**src/rtl/dsw_pkg.sv**
```systemverilog
// Package of the serial write port: word layout and link timing constants.
// Assumes both ends refer to names here as dsw_pkg::name; the bench uses none of them.
package dsw_pkg;
    localparam int WORD_BITS     = 16;
    localparam int BYTE_BITS     = 8;
    localparam int CTRL_MSB      = 15;
    localparam int CTRL_LSB      = 12;
    localparam int ADDR_MSB      = 11;
    localparam int ADDR_LSB      = 8;
    localparam int DATA_MSB      = 7;
    localparam int DATA_LSB      = 0;
    localparam int CTRL_BITS     = 4;
    localparam int ADDR_BITS     = 4;
    localparam int DATA_BITS     = 8;
    // Host divider: half period of serial clock in ref_clk cycles
    localparam int SCLK_HALF_DIV = 16;
    // Idle gap between bytes of a split word, in ref_clk cycles
    localparam int BYTE_GAP_CYC  = 32;
    localparam logic [15:0] WORD_RST = 16'h0000;
endpackage

```
**src/rtl/dsw_link_if.sv**
```systemverilog
// Interface joining the host end and the device end of the serial link.
// Assumes the host drives all three wires; the device only listens.
`timescale 1ns/10ps
interface dsw_link_if;
    logic sclk;
    logic frame_select_n;
    logic serial_data_in;
    modport host_mp (
        output sclk,
        output frame_select_n,
        output serial_data_in
    );
    modport dev_mp (
        input  sclk,
        input  frame_select_n,
        input  serial_data_in
    );
endinterface

```
**src/rtl/dsw_host.sv**
```systemverilog
// Host end: turns a 16-bit user word into a framed serial transfer.
// Assumes ref_clk is 200 MHz; derives the link clock by a divider.
// Assumes the requester holds its fields steady while req_valid is high.
// Each bit spends HALF_DIV cycles high then HALF_DIV low; data moves on
// the rise, so it has settled a full half period before the device's
// sampling fall. Only an active-low frame is made; a host wired to an
// inverted frame input needs an inverter outside this block.
`timescale 1ns/10ps
module dsw_host #(
    parameter int HALF_DIV = dsw_pkg::SCLK_HALF_DIV,
    parameter int GAP_CYC  = dsw_pkg::BYTE_GAP_CYC
) (
    // Clock and reset
    input  wire logic             ref_clk,
    input  wire logic             nrst,
    // User request
    input  wire logic             req_valid,
    input  wire logic             req_byte_mode,
    input  wire logic [3:0]       req_ctrl,
    input  wire logic [3:0]       req_addr,
    input  wire logic [7:0]       req_data,
    output logic                  req_ready,
    // Link
    dsw_link_if.host_mp           link
);
    // Transmitter states; codes written out
    typedef enum logic [2:0] {
        DSW_IDLE  = 3'b000,
        DSW_SETUP = 3'b001,
        DSW_HIGH  = 3'b010,
        DSW_LOW   = 3'b011,
        DSW_GAP   = 3'b100,
        DSW_DONE  = 3'b101
    } dsw_host_st_t;

    // Counter end points, cut to the counter widths once here so the
    // comparisons below meet operands of equal size
    localparam logic [7:0] HALF_END  = 8'(HALF_DIV - 1);
    localparam logic [7:0] GAP_END   = 8'(GAP_CYC - 1);
    localparam logic [4:0] LAST_BIT  = 5'(dsw_pkg::WORD_BITS - 1);
    localparam logic [4:0] BYTE_LAST = 5'(dsw_pkg::BYTE_BITS - 1);

    // Word image in send order: the first bit to leave sits at the top,
    // whatever order a host's own shifter would use
    function automatic logic [15:0] pack_word(
        input logic [3:0] ctrl,
        input logic [3:0] addr,
        input logic [7:0] data
    );
        pack_word = {ctrl, addr, data};
    endfunction

    // Transmitter state
    dsw_host_st_t state_q, state_d;
    logic [15:0]  shift_q, shift_d;
    logic [4:0]   bits_q, bits_d;
    logic [7:0]   cnt_q, cnt_d;
    logic         byte_q, byte_d;
    logic         sclk_q, sclk_d;
    logic         fsn_q, fsn_d;
    logic         sdo_q, sdo_d;
    logic         rdy_q, rdy_d;

    // Next-state logic of the transmitter
    always_comb begin
        state_d = state_q;
        shift_d = shift_q;
        bits_d  = bits_q;
        cnt_d   = cnt_q;
        byte_d  = byte_q;
        sclk_d  = sclk_q;
        fsn_d   = fsn_q;
        sdo_d   = sdo_q;
        rdy_d   = rdy_q;
        case (state_q)
            DSW_IDLE: begin
                // Clock and frame rest high; ready shows a word can be taken
                sclk_d = 1'b1;
                fsn_d  = 1'b1;
                rdy_d  = 1'b1;
                if (req_valid && rdy_q) begin
                    // Fields packed top down
                    shift_d = pack_word(req_ctrl, req_addr, req_data);
                    byte_d  = req_byte_mode;
                    bits_d  = 5'd0;
                    cnt_d   = 8'h00;
                    rdy_d   = 1'b0;
                    // Frame falls with the first bit already on the line
                    fsn_d   = 1'b0;
                    sdo_d   = req_ctrl[3];
                    state_d = DSW_SETUP;
                end
            end

            DSW_SETUP: begin
                // Frame settles a full period, this half plus the high half, before the first fall
                if (cnt_q == HALF_END) begin
                    cnt_d   = 8'h00;
                    state_d = DSW_HIGH;
                end else begin
                    cnt_d = cnt_q + 8'h01;
                end
            end

            DSW_HIGH: begin
                // High half of a bit; the fall at its end is the sample point
                if (cnt_q == HALF_END) begin
                    cnt_d   = 8'h00;
                    sclk_d  = 1'b0;
                    state_d = DSW_LOW;
                end else begin
                    cnt_d = cnt_q + 8'h01;
                end
            end

            DSW_LOW: begin
                // Low half of a bit; data must not move until the rise
                if (cnt_q == HALF_END) begin
                    cnt_d  = 8'h00;
                    sclk_d = 1'b1;
                    // Next bit changes on the rising edge
                    shift_d = {shift_q[14:0], 1'b0};
                    sdo_d   = shift_q[14];
                    bits_d  = bits_q + 5'd1;
                    // A word ends after sixteen bits, a byte pause after eight
                    if (bits_q == LAST_BIT) begin
                        state_d = DSW_DONE;
                    end else if (byte_q && bits_q == BYTE_LAST) begin
                        state_d = DSW_GAP;
                    end else begin
                        state_d = DSW_HIGH;
                    end
                end else begin
                    cnt_d = cnt_q + 8'h01;
                end
            end

            DSW_GAP: begin
                // Clock held high, frame held low
                // The gap length is ours; the device only needs no fall
                if (cnt_q == GAP_END) begin
                    cnt_d   = 8'h00;
                    state_d = DSW_HIGH;
                end else begin
                    cnt_d = cnt_q + 8'h01;
                end
            end

            DSW_DONE: begin
                // Frame rises only after the sixteenth bit
                // Ready comes back from idle, so the frame rests high for
                // at least two cycles before the next word
                fsn_d   = 1'b1;
                state_d = DSW_IDLE;
            end

            default: begin
                // Unused codes fall back to idle; clock and frame keep their levels until idle rests them
                state_d = DSW_IDLE;
            end
        endcase
    end

    // State registers; reset leaves the link at rest, clock and frame high,
    // and keeps ready low until the first cycle out of reset
    always_ff @(posedge ref_clk) begin
        if (!nrst) begin
            state_q <= DSW_IDLE;
            shift_q <= dsw_pkg::WORD_RST;
            bits_q  <= 5'h00;
            cnt_q   <= 8'h00;
            byte_q  <= 1'b0;
            sclk_q  <= 1'b1;
            fsn_q   <= 1'b1;
            sdo_q   <= 1'b0;
            rdy_q   <= 1'b0;
        end else begin
            state_q <= state_d;
            shift_q <= shift_d;
            bits_q  <= bits_d;
            cnt_q   <= cnt_d;
            byte_q  <= byte_d;
            sclk_q  <= sclk_d;
            fsn_q   <= fsn_d;
            sdo_q   <= sdo_d;
            rdy_q   <= rdy_d;
        end
    end

    // Outputs come straight from flip-flops, so the link wires never
    // glitch while the next-state logic settles
    assign link.sclk           = sclk_q;
    assign link.frame_select_n = fsn_q;
    assign link.serial_data_in = sdo_q;
    assign req_ready           = rdy_q;
endmodule

```
**src/flat_wrapper.sv**
```systemverilog
// flat-port wrapper written by rule: the top's interface ports become plain ports
module dsw_host_flat 
#(
    parameter int HALF_DIV = dsw_pkg::SCLK_HALF_DIV,
    parameter int GAP_CYC  = dsw_pkg::BYTE_GAP_CYC
)
  (ref_clk, nrst, req_valid, req_byte_mode, req_ctrl, req_addr, req_data, req_ready, link_sclk, link_frame_select_n, link_serial_data_in);
  dsw_link_if link_i ();
  input  wire logic ref_clk;
  input  wire logic nrst;
  input  wire logic req_valid;
  input  wire logic req_byte_mode;
  input  wire logic [3:0] req_ctrl;
  input  wire logic [3:0] req_addr;
  input  wire logic [7:0] req_data;
  output logic req_ready;
  output wire logic [$bits(link_i.sclk)-1:0] link_sclk;
  output wire logic [$bits(link_i.frame_select_n)-1:0] link_frame_select_n;
  output wire logic [$bits(link_i.serial_data_in)-1:0] link_serial_data_in;
  assign link_sclk = link_i.sclk;
  assign link_frame_select_n = link_i.frame_select_n;
  assign link_serial_data_in = link_i.serial_data_in;
  dsw_host #(.HALF_DIV(HALF_DIV), .GAP_CYC(GAP_CYC)) u_core (.ref_clk(ref_clk), .nrst(nrst), .req_valid(req_valid), .req_byte_mode(req_byte_mode), .req_ctrl(req_ctrl), .req_addr(req_addr), .req_data(req_data), .req_ready(req_ready), .link(link_i));
endmodule
```
**config.mk**
```make
export PLATFORM = sky130hd
export DESIGN_NAME = dsw_host_flat
export DESIGN_NICKNAME = d
export VERILOG_FILES = /design/src/rtl/dsw_pkg.sv /design/src/rtl/dsw_link_if.sv /design/src/rtl/dsw_host.sv /design/src/flat_wrapper.sv
export SDC_FILE = /design/constraint.sdc
export NUM_CORES = 1
export LEC_CHECK = 0
export BUFFER_PORTS_ARGS = -buffer_cell sky130_fd_sc_hd__buf_4
export CAP_MARGIN = 15
export CORE_ASPECT_RATIO = 0.5
export CORE_MARGIN = 8
export CORE_UTILIZATION = 52
export CTS_CLUSTER_DIAMETER = 80
export DETAILED_ROUTE_END_ITERATION = 6
export PLACE_DENSITY = 0.75
export RECOVER_POWER = 50
export SLEW_MARGIN = 25
export SYNTH_ARGS = -nofsm -noshare
export SYNTH_HDL_FRONTEND = slang
export SYNTH_SLANG_ARGS = --single-unit
```
**constraint.sdc**
```tcl
create_clock -name ref_clk -period 1.8 [get_ports ref_clk]
set_input_delay 0 -clock ref_clk [delete_from_list [all_inputs] [get_ports ref_clk]]
set_output_delay 0 -clock ref_clk [all_outputs]
set_load 0.005 [all_outputs]
```
==> flow_summary.json <==
{
  "path_class": "flop to flop",
  "io_pins": 24,
  "dp.cells": 310,
  "grt_max_degree": 19,
  "nFillCells": 280,
  "cts_tree": "built",
  "synth_edf_count": 0,
  "grt_setup_unrepaired": "no",
  "required_ns": 2.02,
  "placed_area_mm2": 0.00228,
  "insertedDiodeCount": 0,
  "async_reset_ff_share_pct": 0,
  "syn-instance-count": 235,
  "ys_seq_area_share_pct": 36.8,
  "ys.flop_type": "dfxtp_1",
  "die_w_um": 103,
  "holdCritPathClass": "input pin to flop",
  "drv_cap": 0,
  "h-tree-depth": 2,
  "clkTransAtPathRegs_ns": 0.08,
  "dieArea_mm2": 0.00610,
  "cts_sinks": 36,
  "io_buffers": 23,
  "ys_ff_latch": 36,
  "path_cells": "and4b_1 -> a211oi_2 -> o21ai_0 -> o211ai_1",
  "p_leak_nw": 0.939,
  "dp.final_hpwl_um": 3460,
  "setup_viol": 0,
  "ant_nets": 0,
  "dr_total_vias": 1914,
  "hold_viol": 0,
  "cts_buffers": 5,
  "start_util_pct": 55.8,
  "insertion_delay_ns": 0.29,
  "slowest_delay_ns": 0.51,
  "synthDistinctLibCells": 52,
  "drc_errors": 0,
  "grt_pass1_wl_um": 8660,
  "power.density_mw_per_mm2": 732,
  "routed_wl_um": 5080,
  "grt_usage_pct": 17.8,
  "relSlewSlack_pct": 69.5,
  "irDropWorstVdd_mv": 0.334,
  "die_y_um": 59.4,
  "max_freq_mhz": 597,
  "ys_warn_count": 0,
  "first_pass_iters": 4,
  "tightest_slew_ns": 0.457,
  "cpMaxStageDelayCell": "dfxtp_1",
  "fin_area_mm2": 0.00250,
  "postSynthAreaPerCell_um2": 8.33,
  "worstPathMaxFanout": 10,
  "viasPerCell": 5.84,
  "syn_nets": 258,
  "overflow": 0,
  "area_delta_synth_final_pct": 27.9,
  "root_buffer": "clkbuf_8",
  "path_buf_inv": 0,
  "cp-end-kind": "flop",
  "skew_ns": 0.00703,
  "fp.coreArea_mm2": 0.00351,
  "syn-cell-area_mm2": 0.00196,
  "status": "complete, no violations",
  "gp_congestion": 0.910,
  "wire_per_inst_um": 15.5,
  "grt_pass1_vias": 1866,
  "nets": 299,
  "cts_setup_buffers": 0,
  "initialDrtViolationCount": 105,
  "cts_buffer_depth": 2,
  "setup_tns_ns": 0,
  "crit_arrival_ns": 1.90,
  "worst_path_dominant_cell_family": "compound AO/OA/AOI/OAI gates",
  "drive_above_1_share_pct": 23.1,
  "start_kind": "flop",
  "rows": 15,
  "finalPower_mw": 1.83,
  "fin_crit_sh_pct": 93.0,
  "slew_viol_final": 0,
  "fin_crit_ns": 1.67,
  "finalNonFillerCells": 328,
  "antenna_found_initial": 0
}
==> where the power goes <==
part | switching [mW] | total, mW | internal [mW]
clock | 0.316 | 0.726 | 0.410
sequential | 0.0286 | 0.863 | 0.834
combinational | 0.118 | 0.243 | 0.125
==> layout make-up <==
cell class / instances / area, um^2 / area share, %
clock inverters: 3 / 42.5 / 1.70
well taps: 51 / 63.8 / 2.55
clock buffers: 5 / 68.8 / 2.75
inverters: 4 / 15.0 / 0.600
multi-input cells: 178 / 1160 / 46.3
flip-flops and latches: 36 / 722 / 28.8
repair buffers: 51 / 430 / 17.2
==> final timing paths <==
path	startpoint	end	slack, ns	cells after the start
worst max-delay path	u_core.cnt_q[4]$_SDFFE_PN0P_	u_core.cnt_q[3]$_SDFFE_PN0P_	0.13	4
worst min-delay path	req_addr[2]	u_core.shift_q[10]$_SDFFE_PN0P_	0.008	3
worst max register to register	u_core.cnt_q[4]$_SDFFE_PN0P_	u_core.cnt_q[3]$_SDFFE_PN0P_	0.13	4
worst min register to register	u_core.shift_q[0]$_SDFFE_PN0P_	u_core.shift_q[0]$_SDFFE_PN0P_	0.46	2
==> cell usage in the layout, fill, tap and decap left out, types with 5 or more instances in the layout <==
master	netlist	final
nand2_1	48	48
dfxtp_1	36	35
buf_4	0	31
nor3_1	17	17
nor2_1	13	13
nand3_1	11	11
a21oi_1	10	10
dlygate4sd3_1	0	10
a311oi_1	9	9
a311oi_2	8	8
clkbuf_8	0	5
==> per-stage QoR <==
step	hold WS [ns]	worst slack, ns	utilization [%]
4_1_cts	0.00175	0.0316	71.0
3_3_place_gp	0.233	0.128	65.0
2_1_floorplan	0.136	0.0560	-
6_report	0.00801	0.125	71.3
5_1_grt	0.0130	0.0185	71.3
3_5_place_dp	0.234	0.0570	65.0
==> synthesized netlist by cell type, drive strengths merged (3+ instances only) <==
cell	n	area, um^2
o21ai	8	43.8
nor4	3	18.8
a21oi	10	50.1
xor2	3	26.3
inv	3	11.3
buf	8	51.3
nand2	48	180
dfxtp	36	721
nand3	11	55.1
a311oi	17	199
clkbuf	9	33.8
ha	3	37.5
nand4	3	18.8
and3	3	18.8
nor3	21	131
nor2	13	48.8
==> sequential cells by signal, summed over array words and instances (netlist names) <==
register and cells:
u_core.byte_q 1, u_core.cnt_q 8, u_core.link.serial_data_in 1, u_core.link.frame_select_n 1
u_core.state_q 3, u_core.req_ready 1, u_core.bits_q 5, u_core.link.sclk 1
u_core.shift_q 15
==> repair_timing <==
item | CTS | global route
hold buffers | 10 | 0
endpoints found under the setup margin | 0 | 14
hold endpoints to repair | 10 | 0
gates resized for setup | 0 | 5
==> worst min-delay path: stages <==
cell,delay [ns]
buf_4,0.11
nand2_1,0.06
a311oi_2,0.09
==> cell families (layout without fill, tap and decap cells) <==
| group | count (synthesis) | count (layout) | synth area share (%) |
|---|---|---|---|
| DFF | 36 | 36 | 36.8 |
| AOI/OAI and AO/OA | 54 | 54 | 24.0 |
| xor gates and xnor gates | 4 | 4 | 1.79 |
| muxes | 2 | 2 | 1.02 |
| buffers and inverters | 21 | 63 | 5.11 |
| and+or+nand+nor | 114 | 114 | 28.8 |
| adders and majority gates | 4 | 4 | 2.43 |
==> layer usage <==
metal / vias up / share of wire, % / global-route usage (%)
met3: 4 / 5.0 / 3.98
li1: 957 / - / -
met1: 897 / 46 / 21.6
met4: 0 / 0.90 / 5.70
met5: - / 0 / 0
met2: 56 / 48 / 30.7
Power figures use the tool's default switching activity.
